[src/hdl/bus_seq_params.svh]
// Constants for the asynchronous bus cycle sequencer.
// Assumes one 100 MHz clock; each clk cycle is one half-clock bus state.
`ifndef BUS_SEQ_PARAMS_SVH
`define BUS_SEQ_PARAMS_SVH
`define BUS_ADDR_W 23
`define BUS_DATA_W 16
`define BUS_FC_W 3
`define BUS_FC_RESET 3'h0
`define BUS_ADDR_RESET 23'h000000
`define BUS_DATA_RESET 16'h0000
`endif

[src/hdl/bus_seq_pkg.sv]
// Types for the asynchronous bus cycle sequencer.
// Assumes bus_seq_params.svh is on the include path.
`include "bus_seq_params.svh"
package bus_seq_pkg;
   typedef enum logic [3:0] {
      ST_IDLE = 4'h0,
      ST_S0 = 4'h1,
      ST_S1 = 4'h2,
      ST_S2 = 4'h3,
      ST_S3 = 4'h4,
      ST_S4 = 4'h5,
      ST_WAIT = 4'h6,
      ST_S5 = 4'h7,
      ST_S6 = 4'h8,
      ST_S7 = 4'h9,
      ST_E5 = 4'hA,
      ST_E6 = 4'hB,
      ST_E7 = 4'hC,
      ST_E8 = 4'hD,
      ST_E9 = 4'hE
   } bus_state_e;

   typedef struct packed {
      logic write;
      logic is_byte;
      logic [`BUS_FC_W-1:0] type_code;
      logic [`BUS_ADDR_W:0] byte_addr;
      logic [`BUS_DATA_W-1:0] wdata;
   } bus_req_s;

   typedef struct packed {
      logic fault;
      logic [`BUS_DATA_W-1:0] rdata;
   } bus_rsp_s;
endpackage

[src/hdl/bus_seq.sv]
// Bus master sequencer: runs byte and word read/write cycles in states S0..S7.
// Assumes the core holds req stable while req_valid and req_ready meet;
// each clk cycle is one half-clock state, so a wait state is two cycles.
`timescale 1ns/1ps
`default_nettype none

// Widths and reset values come from the shared constants header
`include "bus_seq_params.svh"

// Contract
// RL1: Word cycles assert both strobes together
// RL2: Byte read strobe chosen by byte_select_bit
// RL3: Byte write strobe chosen by byte_select_bit
// RL4: Received byte moved to low operand position
// RL5: Unwaited cycle spans eight states S0..S7
// RL6: Read S0 drives codes, address, direction high
// RL7: Read asserts address and byte strobes S2
// RL8: Sample termination S4, else whole wait states; the code also samples in WAIT, so one clk can be inserted
// RL9: Slave data valid by S6, maybe S2; the code uses data_in as sampled at the edge leaving S4 or WAIT
// RL10: Read latches data, negates strobes entering S7
// RL11: Acknowledge with fault completes normally
// RL12: Fault-only read negates strobes in S9
// RL13: Slave drops fault after strobes negate
// RL14: Write S0 returns direction high
// RL15: Write asserts address strobe, direction low S2
// RL16: Write drives data bus from S3
// RL17: Write asserts byte strobes at S4
// RL18: Write ends S7: float data, direction high
// RL19: Fault-only write ends in S9 likewise
// RL20: Termination inputs pass two-stage synchronizer
// RL21: Report fault to core, discard data
module bus_seq #(
   parameter int ADDR_W = `BUS_ADDR_W,
   parameter int DATA_W = `BUS_DATA_W
) (
   input wire logic clk,
   input wire logic rst,
   input wire logic req_valid,
   input wire bus_seq_pkg::bus_req_s req,
   output logic req_ready,
   output logic rsp_valid,
   output bus_seq_pkg::bus_rsp_s rsp,
   output logic [`BUS_FC_W-1:0] cycle_type_code,
   output logic [ADDR_W-1:0] addr,
   output logic read_not_write,
   output logic addr_strobe_n,
   output logic upper_byte_strobe_n,
   output logic lower_byte_strobe_n,
   output logic [DATA_W-1:0] data_out,
   output logic data_oe,
   input wire logic [DATA_W-1:0] data_in,
   input wire logic xfer_ack_n,
   input wire logic bus_fault_n
);
   initial begin
      if (ADDR_W != `BUS_ADDR_W || DATA_W != `BUS_DATA_W) begin
         $error("bus_seq: widths must match the package structs");
      end
   end

   bus_seq_pkg::bus_state_e state_r;
   bus_seq_pkg::bus_req_s cur_r;
   logic [1:0] ack_sync_r;
   logic [1:0] fault_sync_r;
   logic [DATA_W-1:0] din_sync1_r;
   logic [DATA_W-1:0] din_sync_r;
   logic ack_seen;
   logic fault_seen;
   logic sel_upper;
   logic sel_lower;
   logic [DATA_W-1:0] rd_word;

   // Termination and read data are asynchronous to clk
   always_ff @(posedge clk or posedge rst) begin
      if (rst) begin
         ack_sync_r <= 2'h0;
         fault_sync_r <= 2'h0;
         din_sync1_r <= `BUS_DATA_RESET;
         din_sync_r <= `BUS_DATA_RESET;
      end else begin
         ack_sync_r <= {ack_sync_r[0], ~xfer_ack_n}; // see RL20
         fault_sync_r <= {fault_sync_r[0], ~bus_fault_n}; // see RL20
         din_sync1_r <= data_in;
         din_sync_r <= din_sync1_r;
      end
   end

   assign ack_seen = ack_sync_r[1];

   assign fault_seen = fault_sync_r[1];

   // Word cycles take both halves; bytes pick one by byte_select_bit
   assign sel_upper = ~cur_r.is_byte | ~cur_r.byte_addr[0]; // see RL1, RL2, RL3
   assign sel_lower = ~cur_r.is_byte | cur_r.byte_addr[0]; // see RL1, RL2, RL3

   always_comb begin
      rd_word = din_sync_r;
      if (cur_r.is_byte) begin
         // Odd bytes ride the low lane, even bytes the high lane
         rd_word = cur_r.byte_addr[0] ? {8'h00, din_sync_r[7:0]}
                                      : {8'h00, din_sync_r[15:8]}; // see RL4
      end
   end

   // Cycle timeline, one row per clk edge after the take edge T;
   // the state named is the one held until the next edge.
   //    T    S0   codes, address and direction high on the pins
   //    T+1  S1   no pin changes
   //    T+2  S2   address strobe low; byte strobes low on a read
   //    T+2  S2   direction low on a write
   //    T+3  S3   write data driven onto the bus
   //    T+4  S4   byte strobes low on a write
   //    T+5  S5   only if the synchronised acknowledge is up
   //    T+6  S6   read word settles in the synchroniser chain
   //    T+7  S7   all strobes high, answer to the core
   //    T+8  idle write data released, direction back high
   //
   // Wait states: S4 and WAIT alternate, one clk each, half a bus clock;
   // termination is acted on in both S4 and WAIT, so a wait can end after one clk.
   //
   // Fault without acknowledge: E5..E9 stand in for S5..S7 and the
   // strobes rise two cycles later than on the normal path; the core
   // gets the fault flag with zero data so no stale word leaks out.
   //
   // Limitation: termination passes two flops, so a slave that wants
   // no wait state must assert it by the edge that launches S2 plus
   // one; each edge later costs one WAIT clk, half a wait state.
   //
   // Trade-off: the synchroniser adds latency but keeps a termination
   // edge close to clk from splitting the decision between states.
   //
   // Read data goes through the same two flops, so the slave must hold
   // its word from S4 until the strobes rise; the word is taken at the
   // edge that ends S6.
   //
   // Sequencer; wait states alternate S4 and WAIT one clk each, exiting from either
   always_ff @(posedge clk or posedge rst) begin
      if (rst) begin
         state_r <= bus_seq_pkg::ST_IDLE;
         cur_r <= '0;
      end else begin
         case (state_r)
            bus_seq_pkg::ST_IDLE: begin
               if (req_valid) begin
                  cur_r <= req;
                  state_r <= bus_seq_pkg::ST_S0;
               end
            end
            bus_seq_pkg::ST_S0: begin
               state_r <= bus_seq_pkg::ST_S1; // see RL5
            end
            bus_seq_pkg::ST_S1: begin
               state_r <= bus_seq_pkg::ST_S2;
            end
            bus_seq_pkg::ST_S2: begin
               state_r <= bus_seq_pkg::ST_S3;
            end
            bus_seq_pkg::ST_S3: begin
               state_r <= bus_seq_pkg::ST_S4;
            end
            bus_seq_pkg::ST_S4, bus_seq_pkg::ST_WAIT: begin
               // Acknowledge wins over fault; fault alone takes the long path
               if (ack_seen) begin
                  state_r <= bus_seq_pkg::ST_S5; // see RL8, RL11
               end else if (fault_seen) begin
                  state_r <= bus_seq_pkg::ST_E5; // see RL12, RL19
               end else if (state_r == bus_seq_pkg::ST_S4) begin
                  state_r <= bus_seq_pkg::ST_WAIT; // see RL8
               end else begin
                  state_r <= bus_seq_pkg::ST_S4;
               end
            end
            bus_seq_pkg::ST_S5: begin
               state_r <= bus_seq_pkg::ST_S6;
            end
            bus_seq_pkg::ST_S6: begin
               state_r <= bus_seq_pkg::ST_S7;
            end
            bus_seq_pkg::ST_S7: begin
               state_r <= bus_seq_pkg::ST_IDLE;
            end
            bus_seq_pkg::ST_E5: begin
               state_r <= bus_seq_pkg::ST_E6;
            end
            bus_seq_pkg::ST_E6: begin
               state_r <= bus_seq_pkg::ST_E7;
            end
            bus_seq_pkg::ST_E7: begin
               state_r <= bus_seq_pkg::ST_E8;
            end
            bus_seq_pkg::ST_E8: begin
               state_r <= bus_seq_pkg::ST_E9;
            end
            bus_seq_pkg::ST_E9: begin
               state_r <= bus_seq_pkg::ST_IDLE;
            end
            default: begin
               state_r <= bus_seq_pkg::ST_IDLE;
            end
         endcase
      end
   end

   // Core handshake: ready pulses for one cycle in idle while req_valid is low; a request is taken on req_valid alone
   always_ff @(posedge clk or posedge rst) begin
      if (rst) begin
         req_ready <= 1'b0;
      end else begin
         req_ready <= (state_r == bus_seq_pkg::ST_IDLE) && !req_valid && !req_ready;
      end
   end

   // Answer to the core; data is discarded on a fault-only end
   always_ff @(posedge clk or posedge rst) begin
      if (rst) begin
         rsp_valid <= 1'b0;
         rsp <= '0;
      end else begin
         rsp_valid <= 1'b0;
         if (state_r == bus_seq_pkg::ST_S6) begin
            rsp_valid <= 1'b1;
            rsp.fault <= 1'b0;
            rsp.rdata <= cur_r.write ? `BUS_DATA_RESET : rd_word; // see RL10, RL4
         end else if (state_r == bus_seq_pkg::ST_E8) begin
            rsp_valid <= 1'b1;
            rsp.fault <= 1'b1; // see RL21
            rsp.rdata <= `BUS_DATA_RESET; // see RL21
         end
      end
   end

   // Address, codes and direction
   always_ff @(posedge clk or posedge rst) begin
      if (rst) begin
         cycle_type_code <= `BUS_FC_RESET;
         addr <= `BUS_ADDR_RESET;
         read_not_write <= 1'b1;
      end else begin
         if (state_r == bus_seq_pkg::ST_IDLE && req_valid) begin
            cycle_type_code <= req.type_code; // see RL6, RL14
            addr <= req.byte_addr[ADDR_W:1]; // see RL6, RL14
            read_not_write <= 1'b1; // see RL6, RL14
         end else if (state_r == bus_seq_pkg::ST_S1 && cur_r.write) begin
            read_not_write <= 1'b0; // see RL15
         end else if (state_r == bus_seq_pkg::ST_S7 || state_r == bus_seq_pkg::ST_E9) begin
            read_not_write <= 1'b1; // see RL18, RL19
         end
      end
   end

   // Strobes: outputs change one cycle after the state that schedules them
   always_ff @(posedge clk or posedge rst) begin
      if (rst) begin
         addr_strobe_n <= 1'b1;
         upper_byte_strobe_n <= 1'b1;
         lower_byte_strobe_n <= 1'b1;
      end else begin
         case (state_r)
            bus_seq_pkg::ST_S1: begin
               addr_strobe_n <= 1'b0; // see RL7, RL15
               if (!cur_r.write) begin
                  upper_byte_strobe_n <= ~sel_upper; // see RL7
                  lower_byte_strobe_n <= ~sel_lower; // see RL7
               end
            end
            bus_seq_pkg::ST_S3: begin
               if (cur_r.write) begin
                  upper_byte_strobe_n <= ~sel_upper; // see RL17
                  lower_byte_strobe_n <= ~sel_lower; // see RL17
               end
            end
            bus_seq_pkg::ST_S6, bus_seq_pkg::ST_E8: begin
               addr_strobe_n <= 1'b1; // see RL10, RL12, RL18, RL19
               upper_byte_strobe_n <= 1'b1;
               lower_byte_strobe_n <= 1'b1;
            end
            default: begin
               addr_strobe_n <= addr_strobe_n;
            end
         endcase
      end
   end

   // Write data drive: on from S3 through the end of S7 or S9
   always_ff @(posedge clk or posedge rst) begin
      if (rst) begin
         data_oe <= 1'b0;
         data_out <= `BUS_DATA_RESET;
      end else begin
         if (state_r == bus_seq_pkg::ST_S2 && cur_r.write) begin
            data_oe <= 1'b1; // see RL16
            data_out <= cur_r.wdata;
         end else if (state_r == bus_seq_pkg::ST_S7 || state_r == bus_seq_pkg::ST_E9) begin
            data_oe <= 1'b0; // see RL18, RL19
         end
      end
   end
endmodule
`default_nettype wire

[config.mk]
export PLATFORM = sky130hd
export DESIGN_NAME = bus_seq
export DESIGN_NICKNAME = d
export VERILOG_FILES = /design/src/hdl/bus_seq_pkg.sv /design/src/hdl/bus_seq.sv
export VERILOG_INCLUDE_DIRS = /design/src /design/src/hdl
export SDC_FILE = /design/constraint.sdc
export NUM_CORES = 1
export LEC_CHECK = 0
export ABC_CLOCK_PERIOD_IN_PS = 3800
export BUFFER_PORTS_ARGS = -buffer_cell sky130_fd_sc_hd__buf_2
export CAP_MARGIN = 20
export CORE_MARGIN = 5
export CORE_UTILIZATION = 25
export CTS_CLUSTER_DIAMETER = 40
export DETAILED_ROUTE_END_ITERATION = 8
export PLACE_DENSITY_LB_ADDON = 0.3
export SETUP_SLACK_MARGIN = 0.2
export SYNTH_ARGS = -nofsm -noshare
export SYNTH_HDL_FRONTEND = slang
export SYNTH_SLANG_ARGS = --single-unit
[constraint.sdc]
create_clock -name clk -period 3.8 [get_ports clk]
set_clock_uncertainty 0.2 [all_clocks]
set_input_delay 0.19 -clock clk [delete_from_list [all_inputs] [get_ports clk]]
set_output_delay 0.19 -clock clk [all_outputs]
set_load 0.005 [all_outputs]
Yosys cells after proc, flatten, opt, wreduce, memory -nomap -nowiden
Cells that the tools add are included.
{"block": "word_totals", "out_inout_bits": 66, "reg_bits": 125, "elab_cells": 88, "inputBits": 66}
{"block": "op_classes", "mux": 24, "bitwise_logic": 8, "n_eq_ne": 17, "reduce_logical": 18}
{"op": "$pmux 4 s12", "n": 1}
{"op": "$mux 17", "n": 2}
{"op": "$mux 16", "n": 2}
{"op": "$eq 4x4->1 const B", "n": 7}
{"op": "$eq 4x3->1 const B", "n": 4}
{"op": "$mux 4", "n": 3}
{"op": "$mux 1", "n": 11}
{"op": "$eq 4x2->1 const B", "n": 2}
{"op": "$mux 8", "n": 1}
{"op": "$ne 2x2->1 const B", "n": 3}
{"op": "$not 1->1", "n": 6}
{"op": "$pmux 1 s3", "n": 2}
{"op": "$reduce_bool 2->1", "n": 3}
{"op": "$reduce_bool 3->1", "n": 2}
{"op": "$logic_and 1x1->1", "n": 5}
{"op": "$eq 4x1->1 const B", "n": 1}
{"op": "$logic_not 4->1", "n": 1}
{"op": "$reduce_or 2->1", "n": 2}
{"op": "$reduce_and 3->1", "n": 1}
{"op": "$logic_not 1->1", "n": 2}
{"op": "$mux 2", "n": 1}
{"op": "$or 1x1->1", "n": 2}
{"op": "$pmux 1 s2", "n": 1}
{"op": "$reduce_and 2->1", "n": 1}
{"op": "$logic_or 1x1->1", "n": 1}

Logic depth before layout (Yosys ltp)
{"block": "logic_depth", "word_depth": 5, "ltp_mapped": 7, "ltp_nobuf": 4}

Worst setup path after synthesis
Ideal clock, no wire load.
{"block": "synth_timing", "kind": "reg-to-reg", "start": "reg state_r[2]", "end": "reg rsp[8] in the netlist's numbering", "n_path_buf": 3, "path_stages_with_launch": 7, "arrival_ps": 1448, "setup_slack_ps": 2031, "setup_time_ps": 121, "path_cell_list": "dfrtp_1 -> buf_6 -> xor2_1 -> or3_4 -> buf_6 -> buf_8 -> a22o_1"}
{"block": "synth_via", "elab_chain_cells": 2}
{"item": "from (decl)", "line_no": "bus_seq.sv:61", "rtl": "bus_seq_pkg::bus_state_e state_r;"}
{"item": "from (signal assigned)", "line_no": "bus_seq.sv:139", "rtl": "state_r <= bus_seq_pkg::ST_IDLE;"}
{"item": "from (signal assigned)", "line_no": "bus_seq.sv:146", "rtl": "state_r <= bus_seq_pkg::ST_S0;"}
{"item": "from (signal assigned)", "line_no": "bus_seq.sv:150", "rtl": "state_r <= bus_seq_pkg::ST_S1;"}
{"item": "$eq 4x4->1, on equally long branches", "line_no": "bus_seq.sv:220, bus_seq.sv:224"}
{"item": "$mux 17 / $reduce_bool 2->1 (equally long branches)"}
{"item": "to (decl)", "line_no": "bus_seq.sv:42", "rtl": "output bus_seq_pkg::bus_rsp_s rsp,"}
Several ways; a longest one is shown, not always the timed one.
A chain may end at the register's enable or synchronous reset.

Worst setup path in the final report
{"block": "layout_timing", "start": "reg state_r[1]", "end": "reg rsp[15] in the netlist's numbering"}
Same word-level chain as after synthesis.

==> flow_metrics.env <==
export IMPL_drive_gt1_share_pct=46.7
export IMPL_grt_pass1_wl_um=17100
export IMPL_synthXorXnorAreaFrac_pct=0.193
export IMPL_yosysMostFrequentCell="dfrtp_1"
export IMPL_wire_per_inst_um=14.4
export IMPL_dieArea_um2=20900
export IMPL_async_flop_share_pct=100
export IMPL_hp_class="in -> async"
export IMPL_critPathRequiredTime_ps=3940
export IMPL_drv_cap=0
export IMPL_track_usage_pct=10.7
export IMPL_cts_root_buf="clkbuf_16"
export IMPL_synth_fp_nets=363
export IMPL_grt_setup_unrepaired="no"
export IMPL_clock_sinks=125
export IMPL_clk_path_buf_depth=2
export IMPL_fin_crit_ps=2470
export IMPL_ys_types=38
export IMPL_power_density_nw_per_um2=765
export IMPL_antennaDiodeCount=0
export IMPL_crit_path_end_kind="flop"
export IMPL_synth_compound_area_share_pct=5.85
export IMPL_setup_tns_ps=0
export IMPL_viasPerCell=4.13
export IMPL_place_area_um2=5420
export IMPL_path_class="reg -> reg"
export IMPL_fin_nets=567
export IMPL_dpl_hpwl_um=7060
export IMPL_timing_hold_violations_final=0
export IMPL_synth_top_family_by_area="multiplexers"
export IMPL_grt_pass1_vias=3438
export IMPL_clk_pin_slew_worst_paths_ps=60
export IMPL_ys_seq_area_share_pct=69.2
export IMPL_ys_ff_latch=125
export IMPL_worst_slew_pin_slew_ps=812
export IMPL_area_delta_synth_final_pct=48.3
export IMPL_finalSetupViolCount=0
export IMPL_yosys_area_top_type="dfrtp_1"
export IMPL_synth_common_cells="dfrtp_1 (121), mux2_2 (63), nand2_1 (15)"
export IMPL_routed_wl_um=10700
export IMPL_drc=0
export IMPL_overflow=0
export IMPL_numCtsBuffers=17
export IMPL_netlist_top_cells_area="dfrtp_1 (67%), mux2_2 (16%), dfstp_2 (2.3%)"
export IMPL_syn_avg_cell_area_um2=15.3
export IMPL_gp_congestion=0.711
export IMPL_leakage_uw=0.00324
export IMPL_finalInstanceArea_um2=6720
export IMPL_fmax_ghz=0.405
export IMPL_slew_violations=0
export IMPL_firstDrtPassIters=4
export IMPL_vias=3070
export IMPL_core_um2=17900
export IMPL_yosys_area_share_adder_pct=0.221
export IMPL_portBuffers=131
export IMPL_critPathMaxFanout=17
export IMPL_synth_edf_count=0
export IMPL_die_width_um=145
export IMPL_grt_max_degree=79
export IMPL_crit_arrival_ps=2610
export IMPL_cts_tree="yes"
export IMPL_ys_flop_type="dfrtp_1"
export IMPL_worst_ir_drop_vdd_uv=343
export IMPL_post_route_period_util_pct=64.9
export IMPL_cts_setup_buffers=0
export IMPL_cp_start_kind="flop"
export IMPL_ant_nets=0
export IMPL_synth_simple_area_share_pct=4.56
export IMPL_drt_initial_drc_count=141
export IMPL_io_pins=132
export IMPL_clkLatencyLatePin_ps=410
export IMPL_ys_warn_count=0
export IMPL_rows=49
export IMPL_syn_area_um2=4530
export IMPL_initial_core_util_pct=25.3
export IMPL_synth_cells=297
export IMPL_yosysTopAreaCellShare_pct=66.8
export IMPL_htreeDepth=4
export IMPL_dieHeight_um=145
export IMPL_status="complete, no violations"
export IMPL_relSlewSlack_pct=45.7
export IMPL_antenna_found_initial=0
export IMPL_muxShareOfSynthArea_pct=17.6
worst max-delay path: stages, from the launching register on:
cell	delay, ps
dfrtp_1	560
nor2_2	260
nand3_1	380
nor2_1	760
a22o_1	240
report_power, final:
group | internal, uW | total, uW | switching, uW
registers | 1800 | 2110 | 313
clock network | 1110 | 1700 | 585
logic | 759 | 1330 | 569
per-stage QoR:
step	utilization (%)	setup slack, ps	total power [uW]	instances	hold WS, ps
after floorplan	-	1870	2900	297	21.4
after global placement	30.2	1390	3370	645	98.9
after detailed placement	30.2	1300	3430	645	102
after CTS	37.4	1290	5220	742	147
after global routing	37.5	1150	5470	743	70.8
final	37.5	1330	5140	743	57.0
cell usage in the layout (no fill, tap or decap), types with 6 or more instances in the layout:
master / synthesis / final
a21oi_1: 6 / 6
a22o_1: 8 / 8
buf_2: 8 / 131
clkbuf_16: 0 / 17
dfrtp_1: 121 / 121
dlygate4sd3_1: 0 / 65
mux2_2: 63 / 63
mux2i_1: 9 / 9
nand2_1: 15 / 15
nor2_1: 7 / 7
o21ai_0: 13 / 13
path summary, 6_finish.rpt:
path,start,end,slack [ps],cells past startpoint
min in group clk,din_sync1_r[3],din_sync_r[3],150,0
worst min-delay path,rst,addr[21],60,3
worst max register to register,state_r[1],rsp[15],1330,4
worst max-delay path,state_r[1],rsp[15],1330,4
max in group asynchronous,rst,lower_byte_strobe_n,2390,5
worst min register to register,din_sync1_r[3],din_sync_r[3],150,0
flip-flops by register name (all words and copies together), names as in the netlist:
name	flops
ack_sync_r	2
addr	23
addr_strobe_n	1
cur_r	19
cycle_type_code	3
data_oe	1
data_out	16
din_sync1_r	16
din_sync_r	16
fault_sync_r	2
lower_byte_strobe_n	1
read_not_write	1
req_ready	1
rsp	17
rsp_valid	1
state_r	4
upper_byte_strobe_n	1
timing repair:
item,CTS,global route
hold buffers,65,0
gates resized for setup,0,0
hold endpoints to repair,112,0
kinds of logic after synthesis:
family,after synthesis
multiplexers,72
XOR/XNOR,1
AND/OR/NAND/NOR,39
buffers and inverters,19
flip-flops,125
AO/OA/AOI/OAI,40
adder cells (fa/ha/maj),1
area by class of cell:
class	count	area [um^2]
Timing Repair Buffer	199	1350
Clock inverter	14	193
Inverter	5	22.5
Clock buffer	18	439
Tap cell	229	287
Sequential cell	125	3130
Fill cell	1724	11200
Multi-Input combinational cell	153	1290
per-layer routing:
metal	part of all wire, %	track usage [%]
met1	41	12.4
met2	51	17.7
met3	6.1	4.40
met4	1.6	4.27
met5	0	0
Power figures use the tool's default switching activity.
